===== config.mk =====
export PLATFORM = sky130hd
export DESIGN_NAME = mmst_mau_status
export DESIGN_NICKNAME = d
export VERILOG_FILES = /design/src/rtl/mmst_pkg.sv /design/src/rtl/mmst_event_counter.sv /design/src/rtl/mmst_mau_status.sv
export SDC_FILE = /design/constraint.sdc
export NUM_CORES = 1
export LEC_CHECK = 0
export BUFFER_PORTS_ARGS = -buffer_cell sky130_fd_sc_hd__buf_2
export CORE_MARGIN = 2
export CORE_UTILIZATION = 45
export CTS_CLUSTER_DIAMETER = 120
export DETAILED_ROUTE_END_ITERATION = 8
export SYNTH_ARGS = -nofsm -noshare
export SYNTH_HDL_FRONTEND = slang
export SYNTH_SLANG_ARGS = --single-unit

===== constraint.sdc =====
create_clock -name I_CLOCK -period 5.4 [get_ports I_CLOCK]
set_clock_uncertainty 0.2 [all_clocks]
set_input_delay 1.08 -clock I_CLOCK [delete_from_list [all_inputs] [get_ports I_CLOCK]]
set_output_delay 1.08 -clock I_CLOCK [all_outputs]
set_load 0.005 [all_outputs]

===== src/rtl/mmst_pkg.sv =====
// constants, types and helpers for the attachment management block
package mmst_pkg;

  // ==========================================================
  // timing
  localparam int unsigned CLK_FREQ_KHZ   = 100000;
  localparam int unsigned RESET_HOLD_MS  = 500;
  localparam int unsigned FC_GAP_MS      = 100;
  localparam int unsigned RESET_HOLD_CYC = RESET_HOLD_MS * CLK_FREQ_KHZ;
  localparam int unsigned FC_GAP_CYC     = FC_GAP_MS * CLK_FREQ_KHZ;
  localparam int unsigned FREQ_UNIT_KHZ  = 250;

  // ==========================================================
  // register map
  localparam logic [7:0] ADDR_CONTROL = 8'h00;
  localparam logic [7:0] ADDR_ADMIN   = 8'h04;
  localparam logic [7:0] ADDR_STATUS  = 8'h08;
  localparam logic [7:0] ADDR_LOSS    = 8'h0c;
  localparam logic [7:0] ADDR_JABBER  = 8'h10;
  localparam logic [7:0] ADDR_FALSE   = 8'h14;
  localparam logic [7:0] ADDR_BBAND   = 8'h18;
  localparam logic [7:0] ADDR_ABILITY = 8'h1c;

  // ==========================================================
  // field positions and reset values
  localparam int CTL_TYPE_LSB  = 0;
  localparam int CTL_ANEG_BIT  = 8;
  localparam int CTL_RESET_BIT = 16;
  localparam int ST_MEDIA_LSB  = 0;
  localparam int ST_JABBER_LSB = 8;
  localparam int ST_ADMIN_LSB  = 16;
  localparam int BB_OFFS_LSB   = 16;
  localparam int AB_SPLIT_LSB  = 16;
  localparam logic        CTL_ANEG_RST  = 1'b1;
  localparam logic [15:0] TYPE_ABIL_DEF = 16'h3ffc;

  // ==========================================================
  // enumerations
  typedef enum logic [3:0] {
    AT_OTHER, AT_UNKNOWN, AT_AUI, AT_THICK, AT_FOIRL, AT_THIN,
    AT_BROAD, AT_TWIST, AT_FPASS, AT_FSYNC, AT_FASYNC, AT_T4,
    AT_TX, AT_FX
  } mmst_type_t;

  typedef enum logic [3:0] {
    MA_OTHER, MA_UNKNOWN, MA_AVAIL, MA_NOT_AVAIL, MA_RFAULT,
    MA_INVALID, MA_RJABBER, MA_RLINK, MA_RTEST
  } mmst_media_t;

  typedef enum logic [1:0] {
    JF_OTHER, JF_UNKNOWN, JF_NORMAL, JF_FAULT
  } mmst_jabber_t;

  typedef enum logic [2:0] {
    AD_OTHER, AD_UNKNOWN, AD_OPER, AD_STANDBY, AD_SHUTDOWN
  } mmst_admin_t;

  typedef enum logic [1:0] {SK_OTHER, SK_SINGLE, SK_DUAL} mmst_split_t;

  typedef enum logic [1:0] {
    RR_NONE, RR_JABBER, RR_LINK, RR_TEST
  } mmst_reason_t;

  // ==========================================================
  // carriers
  typedef struct packed {
    logic         link_fail;
    logic         rx_active;
    logic         tx_active;
    logic         collision;
    logic         mii_link;
    logic         mii_rfault;
    mmst_reason_t rf_reason;
    logic         integ_ok;
    logic         jabber;
    logic         false_carrier;
    logic         carrier_valid;
    logic [15:0]  abilities;
  } mmst_pins_t;

  typedef struct packed {
    logic rx_pass;
    logic coll_pass;
    logic tx_pass;
    logic power_on;
    logic reset_busy;
  } mmst_attach_t;

  // ==========================================================
  // type classes
  function automatic logic is_link(mmst_type_t t);
    return t inside {AT_FOIRL, AT_TWIST, AT_FSYNC, AT_FASYNC};
  endfunction

  function automatic logic is_loop(mmst_type_t t);
    return t inside {AT_AUI, AT_THICK, AT_THIN, AT_BROAD, AT_FPASS};
  endfunction

  function automatic logic is_fast(mmst_type_t t);
    return t inside {AT_T4, AT_TX, AT_FX};
  endfunction

  function automatic logic is_mixing(mmst_type_t t);
    return t inside {AT_AUI, AT_THICK, AT_THIN, AT_BROAD};
  endfunction

  function automatic mmst_media_t remote_value(mmst_reason_t r);
    case (r)
      RR_JABBER: return MA_RJABBER;
      RR_LINK:   return MA_RLINK;
      RR_TEST:   return MA_RTEST;
      default:   return MA_RFAULT;
    endcase
  endfunction

endpackage


===== src/rtl/mmst_event_counter.sv =====
// free-running wrapping event counter
`timescale 1ns/1ps
module mmst_event_counter #(
  parameter int unsigned WIDTH = 32
) (
  // clock and reset
  input  wire logic             i_clock,
  input  wire logic             i_rst,
  // event
  input  wire logic             i_inc,
  // count
  output logic [WIDTH-1:0]      o_count
);

  // ==========================================================
  // counter
  always_ff @(posedge i_clock) begin
    if (i_rst) begin
      o_count <= '0;
    end else if (i_inc) begin
      o_count <= o_count + 1'b1;
    end
  end

endmodule


===== src/rtl/mmst_mau_status.sv =====
// management status, counters and control of the attachment unit
//
// Decided for this implementation: the placing of the registers and the APB interface to the registers.
`timescale 1ns/1ps
module mmst_mau_status
  import mmst_pkg::*;
#(
  parameter int unsigned RESET_HOLD_CYCLES = RESET_HOLD_CYC,
  parameter int unsigned FC_GAP_CYCLES     = FC_GAP_CYC,
  parameter int unsigned CNT_WIDTH         = 32,
  parameter int unsigned TX_CARRIER_KHZ    = 0,
  parameter int unsigned OFFSET_KHZ        = 0,
  parameter mmst_split_t SPLIT_KIND        = SK_OTHER,
  parameter logic        AUTONEG_PRESENT   = 1'b1,
  parameter logic [15:0] TYPE_ABILITIES    = TYPE_ABIL_DEF
) (
  // clock and reset
  input  wire logic        I_CLOCK,
  input  wire logic        I_RST,
  // apb slave
  input  wire logic        I_PSEL,
  input  wire logic        I_PENABLE,
  input  wire logic        I_PWRITE,
  input  wire logic [7:0]  I_PADDR,
  input  wire logic [31:0] I_PWDATA,
  output logic [31:0]      O_PRDATA,
  output logic             O_PREADY,
  output logic             O_PSLVERR,
  // attachment circuits
  input  wire mmst_pins_t  I_PINS,
  output mmst_attach_t     O_ATTACH,
  output mmst_type_t       O_ATTACH_TYPE,
  output logic             O_FORCE_MODE,
  output logic             O_AUTONEG_EN,
  output logic             O_JABBER_NOTIFY
);

  // ==========================================================
  // declarations
  localparam logic [15:0] TX_CODE =
    16'(TX_CARRIER_KHZ / FREQ_UNIT_KHZ);
  localparam logic [15:0] OFFS_CODE = 16'(OFFSET_KHZ / FREQ_UNIT_KHZ);

  mmst_pins_t             pins_meta_reg;
  mmst_pins_t             pins_reg;
  mmst_pins_t             prev_reg;
  mmst_type_t             type_reg;
  logic                   aneg_reg;
  mmst_admin_t            admin_reg;
  mmst_admin_t            admin_next;
  mmst_media_t            media_reg;
  mmst_media_t            media_next;
  mmst_jabber_t           jab_reg;
  mmst_jabber_t           jab_next;
  logic [31:0]            hold_reg;
  logic [31:0]            fc_gap_reg;
  logic                   coll_seen_reg;
  logic [31:0]            prdata_reg;
  logic                   err_reg;
  logic                   notify_reg;
  mmst_attach_t           attach_reg;
  logic [CNT_WIDTH-1:0]   loss_count;
  logic [CNT_WIDTH-1:0]   jab_count;
  logic [CNT_WIDTH-1:0]   fc_count;
  logic [31:0]            rd_data;
  logic [15:0]            abil;
  logic                   wr;
  logic                   wr_ctl;
  logic                   wr_adm;
  logic                   type_ok;
  logic                   hold_busy;
  logic                   tx_end;
  logic                   clean_end;
  logic                   fc_inc;
  logic                   loss_inc;
  logic                   jab_inc;
  logic                   mapped;

  // ==========================================================
  // pin synchronisers
  always_ff @(posedge I_CLOCK) begin
    if (I_RST) begin
      pins_meta_reg <= '0;
      pins_reg      <= '0;
      prev_reg      <= '0;
    end else begin
      pins_meta_reg <= I_PINS;
      pins_reg      <= pins_meta_reg;
      prev_reg      <= pins_reg;
    end
  end

  // ==========================================================
  // apb decode
  assign wr      = I_PSEL & I_PENABLE & I_PWRITE;
  assign wr_ctl  = wr & (I_PADDR == ADDR_CONTROL);
  assign wr_adm  = wr & (I_PADDR == ADDR_ADMIN);
  assign mapped  = I_PADDR inside {ADDR_CONTROL, ADDR_ADMIN, ADDR_STATUS,
                                   ADDR_LOSS, ADDR_JABBER, ADDR_FALSE,
                                   ADDR_BBAND, ADDR_ABILITY};
  assign abil    = AUTONEG_PRESENT ? pins_reg.abilities
                                   : TYPE_ABILITIES;
  assign type_ok = (I_PWDATA[CTL_TYPE_LSB+:4] <= 4'(AT_FX)) &&
                   abil[I_PWDATA[CTL_TYPE_LSB+:4]];
  assign O_PREADY  = 1'b1;
  assign O_PSLVERR = I_PSEL & I_PENABLE & err_reg;
  assign O_PRDATA  = prdata_reg;

  always_comb begin
    rd_data = 32'h0;
    case (I_PADDR)
      ADDR_CONTROL: begin
        rd_data[CTL_TYPE_LSB+:4] = type_reg;
        rd_data[CTL_ANEG_BIT]    = aneg_reg;
        rd_data[CTL_RESET_BIT]   = hold_busy;
      end
      ADDR_ADMIN:   rd_data[2:0] = admin_reg;
      ADDR_STATUS: begin
        rd_data[ST_MEDIA_LSB+:4]  = media_reg;
        rd_data[ST_JABBER_LSB+:2] = jab_reg;
        rd_data[ST_ADMIN_LSB+:3]  = admin_reg;
      end
      ADDR_LOSS:    rd_data = 32'(loss_count);
      ADDR_JABBER:  rd_data = 32'(jab_count);
      ADDR_FALSE:   rd_data = 32'(fc_count);
      ADDR_BBAND: begin
        if (type_reg == AT_BROAD) begin
          rd_data = {OFFS_CODE, TX_CODE};
        end
      end
      ADDR_ABILITY: begin
        rd_data[15:0] = abil;
        rd_data[AB_SPLIT_LSB+:2] =
          (type_reg == AT_BROAD) ? SPLIT_KIND : SK_OTHER;
      end
      default:      rd_data = 32'h0;
    endcase
  end

  always_ff @(posedge I_CLOCK) begin
    if (I_RST) begin
      prdata_reg <= 32'h0;
      err_reg    <= 1'b0;
    end else if (I_PSEL & ~I_PENABLE) begin
      prdata_reg <= I_PWRITE ? 32'h0 : rd_data;
      err_reg    <= ~mapped;
    end
  end

  // ==========================================================
  // type and negotiation control
  always_ff @(posedge I_CLOCK) begin
    if (I_RST) begin
      type_reg <= AT_UNKNOWN;
      aneg_reg <= CTL_ANEG_RST;
    end else if (wr_ctl) begin
      aneg_reg <= I_PWDATA[CTL_ANEG_BIT];
      if (type_ok) begin
        type_reg <= mmst_type_t'(I_PWDATA[CTL_TYPE_LSB+:4]);
      end
    end
  end

  assign O_ATTACH_TYPE = type_reg;
  assign O_AUTONEG_EN  = aneg_reg;
  assign O_FORCE_MODE  = ~aneg_reg;

  // ==========================================================
  // reset action timer
  assign hold_busy = (hold_reg != 32'h0);

  always_ff @(posedge I_CLOCK) begin
    if (I_RST) begin
      hold_reg <= 32'h0;
    end else if (wr_ctl & I_PWDATA[CTL_RESET_BIT]) begin
      hold_reg <= RESET_HOLD_CYCLES;
    end else if (hold_busy) begin
      hold_reg <= hold_reg - 32'h1;
    end
  end

  // ==========================================================
  // administrative state
  always_comb begin
    admin_next = admin_reg;
    if (hold_busy) begin
      admin_next = AD_OPER;
    end else if (wr_adm) begin
      case (mmst_admin_t'(I_PWDATA[2:0]))
        AD_OPER:     admin_next = AD_OPER;
        AD_SHUTDOWN: admin_next = AD_SHUTDOWN;
        AD_STANDBY: begin
          if (is_mixing(type_reg)) begin
            admin_next = AD_SHUTDOWN;
          end else if (is_link(type_reg)) begin
            admin_next = AD_STANDBY;
          end
        end
        default:     admin_next = admin_reg;
      endcase
    end
  end

  always_ff @(posedge I_CLOCK) begin
    if (I_RST) begin
      admin_reg <= AD_OPER;
    end else begin
      admin_reg <= admin_next;
    end
  end

  // ==========================================================
  // attachment circuit gating
  always_ff @(posedge I_CLOCK) begin
    if (I_RST) begin
      attach_reg <= '0;
    end else begin
      attach_reg.rx_pass    <= (admin_reg == AD_OPER) & ~hold_busy;
      attach_reg.coll_pass  <= (admin_reg == AD_OPER) & ~hold_busy;
      attach_reg.tx_pass    <= (admin_reg == AD_OPER) & ~hold_busy;
      attach_reg.power_on   <= ~((admin_reg == AD_SHUTDOWN) &
                                 (type_reg == AT_AUI));
      attach_reg.reset_busy <= hold_busy;
    end
  end

  assign O_ATTACH = attach_reg;

  // ==========================================================
  // loopback test on transmissions
  assign tx_end    = prev_reg.tx_active & ~pins_reg.tx_active;
  assign clean_end = tx_end & ~coll_seen_reg & ~pins_reg.collision;

  always_ff @(posedge I_CLOCK) begin
    if (I_RST) begin
      coll_seen_reg <= 1'b0;
    end else if (pins_reg.tx_active & ~prev_reg.tx_active) begin
      coll_seen_reg <= pins_reg.collision;
    end else if (pins_reg.tx_active & pins_reg.collision) begin
      coll_seen_reg <= 1'b1;
    end
  end

  // ==========================================================
  // media availability
  always_comb begin
    media_next = media_reg;
    if (admin_reg == AD_SHUTDOWN) begin
      media_next = MA_OTHER;
    end else if (hold_busy) begin
      media_next = MA_UNKNOWN;
    end else if (is_fast(type_reg)) begin
      if (~pins_reg.mii_link | ~pins_reg.integ_ok) begin
        media_next = MA_NOT_AVAIL;
      end else if (pins_reg.mii_rfault) begin
        media_next = remote_value(pins_reg.rf_reason);
      end else begin
        media_next = MA_AVAIL;
      end
    end else if (is_link(type_reg)) begin
      if (pins_reg.link_fail | ~pins_reg.mii_link) begin
        media_next = MA_NOT_AVAIL;
      end else if (pins_reg.mii_rfault) begin
        media_next = remote_value(pins_reg.rf_reason);
      end else begin
        media_next = MA_AVAIL;
      end
    end else if (is_loop(type_reg)) begin
      if (clean_end) begin
        media_next = pins_reg.rx_active ? MA_AVAIL
                                        : MA_NOT_AVAIL;
      end
    end else begin
      media_next = MA_UNKNOWN;
    end
  end

  always_ff @(posedge I_CLOCK) begin
    if (I_RST) begin
      media_reg <= MA_UNKNOWN;
    end else if (wr_ctl & type_ok) begin
      media_reg <= MA_UNKNOWN;
    end else begin
      media_reg <= media_next;
    end
  end

  assign loss_inc = (media_reg == MA_AVAIL) &
                    ((media_next != MA_AVAIL) |
                     (wr_ctl & type_ok));

  // ==========================================================
  // jabber flag and notification
  always_comb begin
    if (admin_reg == AD_SHUTDOWN) begin
      jab_next = JF_OTHER;
    end else if (hold_busy) begin
      jab_next = JF_UNKNOWN;
    end else if (type_reg == AT_AUI) begin
      jab_next = JF_OTHER;
    end else if (is_fast(type_reg)) begin
      jab_next = JF_NORMAL;
    end else begin
      jab_next = pins_reg.jabber ? JF_FAULT : JF_NORMAL;
    end
  end

  assign jab_inc = (jab_next == JF_FAULT) &
                   (jab_reg != JF_FAULT);

  always_ff @(posedge I_CLOCK) begin
    if (I_RST) begin
      jab_reg    <= JF_UNKNOWN;
      notify_reg <= 1'b0;
    end else begin
      jab_reg    <= jab_next;
      notify_reg <= jab_inc;
    end
  end

  assign O_JABBER_NOTIFY = notify_reg;

  // ==========================================================
  // false carrier rate limit
  assign fc_inc = (type_reg inside {AT_TX, AT_FX}) & ~hold_busy &
                  pins_reg.false_carrier & ~prev_reg.false_carrier &
                  ~pins_reg.carrier_valid &
                  (fc_gap_reg == 32'h0);

  always_ff @(posedge I_CLOCK) begin
    if (I_RST) begin
      fc_gap_reg <= 32'h0;
    end else if (pins_reg.carrier_valid) begin
      fc_gap_reg <= 32'h0;
    end else if (fc_inc) begin
      fc_gap_reg <= FC_GAP_CYCLES;
    end else if (fc_gap_reg != 32'h0) begin
      fc_gap_reg <= fc_gap_reg - 32'h1;
    end
  end

  // ==========================================================
  // event counters
  mmst_event_counter #(.WIDTH(CNT_WIDTH)) u_loss_cnt (
    .i_clock (I_CLOCK),
    .i_rst   (I_RST),
    .i_inc   (loss_inc),
    .o_count (loss_count)
  );

  mmst_event_counter #(.WIDTH(CNT_WIDTH)) u_jab_cnt (
    .i_clock (I_CLOCK),
    .i_rst   (I_RST),
    .i_inc   (jab_inc),
    .o_count (jab_count)
  );

  mmst_event_counter #(.WIDTH(CNT_WIDTH)) u_fc_cnt (
    .i_clock (I_CLOCK),
    .i_rst   (I_RST),
    .i_inc   (fc_inc),
    .o_count (fc_count)
  );

  // ==========================================================
  // assertions
  a_reset_unknown: assert property (
    @(posedge I_CLOCK) I_RST |=> media_reg == MA_UNKNOWN)
    else $error("media not unknown after reset");

  a_link_fail_na: assert property (
    @(posedge I_CLOCK) disable iff (I_RST)
    is_link(type_reg) && admin_reg == AD_OPER && !hold_busy &&
    !wr_ctl && pins_reg.link_fail |=> media_reg == MA_NOT_AVAIL)
    else $error("link fail not reported");

  a_na_precedes: assert property (
    @(posedge I_CLOCK) disable iff (I_RST)
    (is_fast(type_reg) || is_link(type_reg)) &&
    admin_reg == AD_OPER && !hold_busy &&
    !wr_ctl && !pins_reg.mii_link && pins_reg.mii_rfault
    |=> media_reg == MA_NOT_AVAIL)
    else $error("remote fault overrode link loss");

  a_loop_hold: assert property (
    @(posedge I_CLOCK) disable iff (I_RST)
    is_loop(type_reg) && admin_reg == AD_OPER && !hold_busy &&
    !wr_ctl && !clean_end |=> $stable(media_reg))
    else $error("loopback media changed without clean transmit");

  a_loss_count: assert property (
    @(posedge I_CLOCK) disable iff (I_RST)
    media_reg == MA_AVAIL ##1 media_reg != MA_AVAIL
    |-> loss_count == $past(loss_count) + 1'b1)
    else $error("media loss not counted");

  a_jab_notify: assert property (
    @(posedge I_CLOCK) disable iff (I_RST)
    jab_next == JF_FAULT && jab_reg != JF_FAULT
    |=> O_JABBER_NOTIFY && jab_count == $past(jab_count) + 1'b1
    ##1 !O_JABBER_NOTIFY)
    else $error("jabber entry not notified or counted");

  a_fast_nojab: assert property (
    @(posedge I_CLOCK) disable iff (I_RST)
    is_fast(type_reg) && $stable(type_reg) |-> jab_reg != JF_FAULT)
    else $error("fast type reported jabber");

  a_standby_idle: assert property (
    @(posedge I_CLOCK) disable iff (I_RST)
    admin_reg == AD_STANDBY |=> !O_ATTACH.rx_pass &&
    !O_ATTACH.coll_pass && !O_ATTACH.tx_pass)
    else $error("standby did not idle circuits");

  a_standby_mix: assert property (
    @(posedge I_CLOCK) disable iff (I_RST)
    wr_adm && !hold_busy && I_PWDATA[2:0] == 3'(AD_STANDBY) &&
    is_mixing(type_reg) |=> admin_reg == AD_SHUTDOWN)
    else $error("standby to mixing type not shut down");

  a_reset_hold: assert property (
    @(posedge I_CLOCK) disable iff (I_RST)
    wr_ctl && I_PWDATA[CTL_RESET_BIT] |=> hold_busy ##1
    O_ATTACH.reset_busy && !O_ATTACH.tx_pass && !O_ATTACH.rx_pass)
    else $error("reset request did not hold circuits idle");

  a_fc_spacing: assert property (
    @(posedge I_CLOCK) disable iff (I_RST)
    fc_inc |=> !fc_inc && (fc_gap_reg == FC_GAP_CYCLES ||
                           pins_reg.carrier_valid))
    else $error("false carrier rate limit broken");

endmodule


Yosys cells after proc, flatten, opt, wreduce, memory -nomap -nowiden
Cells that the tools add are included.
{"block": "word_totals", "ram_bits": 0, "mem_bits_ro": 0, "latchBits": 0, "in_bits": 73, "memories": 0, "out_inout_bits": 46, "ff_bits": 270, "elab_cells": 182}
{"block": "classes", "n_shift": 0, "n_mul": 0, "div": 0, "magnitude_cmp": 2, "eq_ne": 32, "muxes": 38, "reduce_logical": 22, "add_sub_neg": 5, "n_bitwise": 38}
{"op": "$add A32 B1 Y32 const B", "n": 3}
{"op": "$reduce_bool A32 Y1", "n": 2}
{"op": "$sub A32 B1 Y32 const B", "n": 2}
{"op": "$mux W26", "n": 2}
{"op": "$mux W24", "n": 2}
{"op": "$pmux W13 S3", "n": 1}
{"op": "$mux W4", "n": 9}
{"op": "$eq A8 B5 Y1 const B", "n": 4}
{"op": "$logic_not A32 Y1", "n": 1}
{"op": "$mux W32", "n": 1}
{"op": "$eq A4 B4 Y1 const B", "n": 6}
{"op": "$pmux W6 S4", "n": 1}
{"op": "$and A1 B1 Y1", "n": 22}
{"op": "$pmux W3 S7", "n": 1}
{"op": "$eq A4 B3 Y1 const B", "n": 4}
{"op": "$eq A8 B4 Y1 const B", "n": 2}
{"op": "$pmux W4 S4", "n": 1}
{"op": "$not A1 Y1", "n": 13}
{"op": "$eq A4 B2 Y1 const B", "n": 3}
{"op": "$pmux W1 S6", "n": 2}
{"op": "$pmux W4 S3", "n": 1}
{"op": "$pmux W1 S5", "n": 2}
{"op": "$eq A3 B2 Y1 const B", "n": 3}
{"op": "$pmux W3 S3", "n": 1}
{"op": "26 further kinds", "n": 48}

Logic depth before layout (Yosys ltp)
{"block": "depth", "word_depth": 13, "depth_mapped": 11}

Modules after synthesis
A second synthesis with hierarchy kept.
{"block": "unflattened", "cells_unflattened": 1459, "area_unflattened_um2": 12772.2}
{"mod": "mmst_mau_status", "cells_each": 916, "area_per_inst_um2": 8080.2, "n_inst": 1}
{"mod": "mmst_event_counter", "cells_each": 181, "area_per_inst_um2": 1564.0, "n_inst": 3}

Worst setup path after synthesis
Ideal clock, no wire load.
{"block": "synth_timing", "path_type": "in2reg", "start": "input I_PADDR[4]", "end": "register u_loss_cnt.o_count[25]", "arrival_ns": 3.499, "path_stages": 9, "setup_slack_ns": 1.580, "required_time_ns": 5.079, "path_cell_list": "or4_1 -> clkbuf_1 -> nor4_1 -> nand2_1 -> o311ai_1 -> nor4_4 -> buf_2 -> nor4_1 -> mux2_2"}
{"block": "synth_via", "elab_chain_len": 5}
{"element": "start: declaration", "line": "mmst_mau_status.sv:24", "rtl": "input wire logic [7:0] I_PADDR,"}
{"element": "$logic_not A8 Y1", "line": "mmst_mau_status.sv:96", "rtl": "assign wr_ctl = wr & (I_PADDR == ADDR_CONTROL);"}
{"element": "$and A1 B1 Y1", "line": "mmst_mau_status.sv:96"}
{"element": "$and A1 B1 Y1", "line": "mmst_mau_status.sv:290", "rtl": "(wr_ctl & type_ok));"}
{"element": "$or A1 B1 Y1", "line": "mmst_mau_status.sv:289", "rtl": "((media_next != MA_AVAIL) |"}
{"element": "$and A1 B1 Y1", "line": "mmst_mau_status.sv:288", "rtl": "assign loss_inc = (media_reg == MA_AVAIL) &"}
{"element": "end signal: assignment", "line": "mmst_event_counter.sv:21", "rtl": "o_count <= o_count + 1'b1;"}
{"element": "end: declaration", "line": "mmst_event_counter.sv:12", "rtl": "output logic [WIDTH-1:0] o_count"}
Every way passes these cells.
A chain may end at the register's enable or synchronous reset.

Final worst setup path
{"block": "layout_timing", "start": "register hold_reg[19]", "end": "register u_loss_cnt.o_count[31]"}
{"block": "layout_via", "elab_chain_len": 6}
{"element": "start: declaration", "line": "mmst_mau_status.sv:55", "rtl": "logic [31:0] hold_reg;"}
{"element": "start signal: assignment", "line": "mmst_mau_status.sv:178", "rtl": "hold_reg <= hold_reg - 32'h1;"}
{"element": "$reduce_bool A32 Y1", "line": "mmst_mau_status.sv:170", "rtl": "assign hold_busy = (hold_reg != 32'h0);"}
{"element": "$mux W4", "line": "mmst_mau_status.sv:250", "rtl": "end else if (hold_busy) begin"}
{"element": "$mux W4", "line": "mmst_mau_status.sv:248", "rtl": "if (admin_reg == AD_SHUTDOWN) begin"}
{"element": "$ne A4 B2 Y1", "line": "mmst_mau_status.sv:289"}
{"element": "$or A1 B1 Y1", "line": "mmst_mau_status.sv:289"}
{"element": "$and A1 B1 Y1", "line": "mmst_mau_status.sv:288"}
Every way passes these cells.

==> load_flow_metrics.sql <==
INSERT INTO impl_metrics (metric_group, metric, value, unit) VALUES
('logic_synthesis', 'ys_warn_count', '0', ''),
('clock_tree', 'buffers_from_clock_root_to_sink_at_most', '3', ''),
('worst_setup_path', 'cpMaxStageDelayCell', 'sky130_fd_sc_hd__or4_1', ''),
('clock_tree', 'h-tree-depth', '1', ''),
('worst_setup_path', 'cp.depth', '7', ''),
('job', 'number_of_maximum_capacitance_constraint_violations', '0', ''),
('sta', 'hold_ws', '0.230', 'ns'),
('sta', 'achievable-frequency', '0.250', 'GHz'),
('worst_setup_path', 'path_common_cell', 'sky130_fd_sc_hd__or4_1', ''),
('global_routing', 'largest_net_degree_at_the_start_of_global_routing', '78', ''),
('sta', 'hold_viol_final', '0', ''),
('worst_setup_path', 'reg2reg_to', 'u_loss_cnt.o_count[31]', ''),
('placed_design', 'dpl_cell_area', '0.0131', 'mm2'),
('cells_and_area', 'num_antenna_cells', '0', ''),
('cells_and_area', 'fill_cell_total_of_the_finished_layout', '2624', ''),
('placed_design', 'place.detailed.hpwl', '22.5', 'mm'),
('floorplanning', 'die_w', '170', 'um'),
('clock_tree', 'cts_sinks', '270', ''),
('detailed_routing', 'dr.pass1.iters', '6', ''),
('detailed_routing', 'dr.first_iter.drc_count', '861', ''),
('worst_setup_path', 'worst_setup_path_end_kind', 'flip-flop', ''),
('worst_setup_path', 'arrival', '4.24', 'ns'),
('worst_setup_path', 'critical_path.max_fanout', '10', ''),
('logic_synthesis', 'synth_flop_cell', 'sky130_fd_sc_hd__dfxtp_1', ''),
('cells_and_area', 'final_nets', '1587', ''),
('logic_synthesis', 'postSynthCellCount', '1459', ''),
('global_routing', 'antenna_found_initial', '0', ''),
('clock_tree', 'quantity_of_hold_fixing_buffers_added_after_cts', '0', ''),
('logic_synthesis', 'mappedNetlistNets', '1541', ''),
('global_routing', 'number_of_global_route_vias_before_repair', '9964', ''),
('sta', 'timing.setup.tns', '0', 'ns'),
('worst_setup_path', 'sequence_of_cells_on_the_critical_path', 'or4_1 -> or4b_1 -> nor3_4 -> o31ai_1 -> or4_1 -> nand3_1 -> mux2_2', ''),
('logic_synthesis', 'synth_top_cells_by_area', 'sky130_fd_sc_hd__dfxtp_1, sky130_fd_sc_hd__nor2_1, sky130_fd_sc_hd__xnor2_1, sky130_fd_sc_hd__nand2_1, sky130_fd_sc_hd__nor2b_1', ''),
('sta', 'drv_slew', '0', ''),
('cells_and_area', 'final_core_util', '52.4', '%'),
('global_routing', 'grt_util_met2', '37.7', '%'),
('cells_and_area', 'area.growth.synth_to_final', '13.8', '%'),
('power_and_ir_drop', 'total_leakage_power', '5.10', 'nW'),
('logic_synthesis', 'synth-seq-cells', '270', ''),
('detailed_routing', 'vias', '10700', ''),
('sta', 'finalCritPeriodShare', '74.1', '%'),
('worst_setup_path', 'critical_path.startpoint', 'hold_reg[19]', ''),
('detailed_routing', 'drt_drc_violations_left', '0', ''),
('clock_tree', 'cts_repair_resize_count', '0', ''),
('clock_tree', 'clk_pin_slew_worst_paths', '0.06', 'ns'),
('worst_setup_path', 'worst_setup_path_endpoint', 'u_loss_cnt.o_count[31]', ''),
('global_routing', 'globalRoute.totalOverflow', '0', ''),
('cells_and_area', 'drive_above_1_share', '13.4', '%'),
('worst_setup_path', 'critical_path.reg2reg.startpoint', 'hold_reg[19]', ''),
('logic_synthesis', 'yosys.area.top_type', 'sky130_fd_sc_hd__dfxtp_1', ''),
('logic_synthesis', 'synth_area_per_cell', '8.54', 'um2'),
('global_routing', 'grt.met1_usage', '29.3', '%'),
('detailed_routing', 'via_density_per_instance', '5.61', ''),
('power_and_ir_drop', 'powerDensity', '423', 'mW/mm2'),
('detailed_routing', 'detail_route.wl_per_cell', '16.9', 'um'),
('worst_setup_path', 'startpoint_class', 'flip-flop', ''),
('worst_setup_path', 'r2r_setup_slack', '1.40', 'ns'),
('global_routing', 'grt_first_pass_wirelength', '52.1', 'mm'),
('floorplanning', 'floorplan.initialDensity', '46.0', '%'),
('clock_tree', 'clk-insertion-delay-late', '0.56', 'ns'),
('power_and_ir_drop', 'irDropWorstVdd', '0.335', 'mV'),
('logic_synthesis', 'share_of_async_settable_or_async_resettable_flops_after_synthesis', '0', '%'),
('cells_and_area', 'layout.cells.most_common_list', 'sky130_fd_sc_hd__dfxtp_1, sky130_fd_sc_hd__nor2_1, sky130_fd_sc_hd__nand2_1, sky130_fd_sc_hd__a21oi_1, sky130_fd_sc_hd__buf_2', ''),
('floorplanning', 'std_cell_rows', '60', ''),
('cells_and_area', 'final_common_cell', 'sky130_fd_sc_hd__dfxtp_1', ''),
('floorplanning', 'boundaryPins', '119', ''),
('logic_synthesis', 'cell_area_after_synthesis', '0.0125', 'mm2'),
('worst_setup_path', 'critical_path.n_buffers_inverters', '0', ''),
('run_status', 'run_status', 'complete, no violations', ''),
('sta', 'setup_viol', '0', ''),
('sta', 'timing_worst_slew_pin_value', '1.05', 'ns');
## kinds of logic after synthesis
| logic type | synth area share [%] |
|---|---|
| other cells | 0.0301 |
| fa+ha+maj | 0.903 |
| simple gates | 29.6 |
| compound gates | 13.4 |
| xor+xnor | 6.46 |
| mux | 2.35 |
| buf+inv | 3.90 |
| flops | 43.4 |
## final cells by class
type | count | area [um2] | area share [%]
well taps | 372 | 465 | 3.28
clock inverters | 16 | 173 | 1.22
clock buffers | 40 | 870 | 6.13
repair buffers | 107 | 582 | 4.10
flip-flops and latches | 270 | 5410 | 38.1
multi-input cells | 1068 | 6590 | 46.4
inverters | 28 | 105 | 0.741
## routing by layer
metal	part of all wire [%]	vias up	routed length [um]
li1	-	5338	-
met1	44	5009	14200
met2	47	261	15200
met3	5.1	64	1620
met4	3.2	0	1040
met5	0	-	0
## per-stage QoR
stage	power, mW	setup WS (ns)	instances
after floorplan	3.60	1.58	1459
after global placement	3.89	0.973	1845
after detailed placement	3.92	0.944	1845
after CTS	6.05	1.38	1901
after global routing	6.38	1.09	1901
final	6.00	1.40	1901
## synth_stat cells, drive strengths merged, types with 15 or more instances
| master | n |
|---|---|
| a211oi | 15 |
| a21oi | 90 |
| a222oi | 22 |
| a22oi | 31 |
| and3 | 16 |
| buf | 16 |
| clkbuf | 77 |
| dfxtp | 270 |
| inv | 28 |
| nand2 | 127 |
| nand3 | 46 |
| nand4 | 25 |
| nor2 | 174 |
| nor2b | 73 |
| nor3 | 53 |
| nor4 | 41 |
| o21ai | 25 |
| o31ai | 25 |
| or3 | 28 |
| or4 | 37 |
| xnor2 | 66 |
| xor2 | 26 |
## worst min-delay path by stage
stage          depth (start not counted)           end
6_report                               1  pins_reg[21]
2_1_floorplan                          1       abil[0]
3_5_place_dp                           1  pins_reg[27]
3_3_place_gp                           1  pins_reg[26]
4_1_cts                                1  pins_reg[21]
5_1_grt                                1       abil[9]
## worst register-to-register path, stage by stage, from the launching register on
cell and delay [ns]:
sky130_fd_sc_hd__dfxtp_1 0.35, sky130_fd_sc_hd__or4_1 0.61, sky130_fd_sc_hd__or4b_1 0.60, sky130_fd_sc_hd__nor3_4 0.58, sky130_fd_sc_hd__o31ai_1 0.31, sky130_fd_sc_hd__or4_1 0.74, sky130_fd_sc_hd__nand3_1 0.16, sky130_fd_sc_hd__mux2_2 0.33
## report_power, final
group | switching (mW) | internal, mW | leakage [nW]
clock | 0.845 | 1.27 | 0.513
sequential | 0.181 | 2.20 | 2.19
combinational | 0.869 | 0.632 | 2.39
No activity file was read; power rests on OpenSTA's default activity.
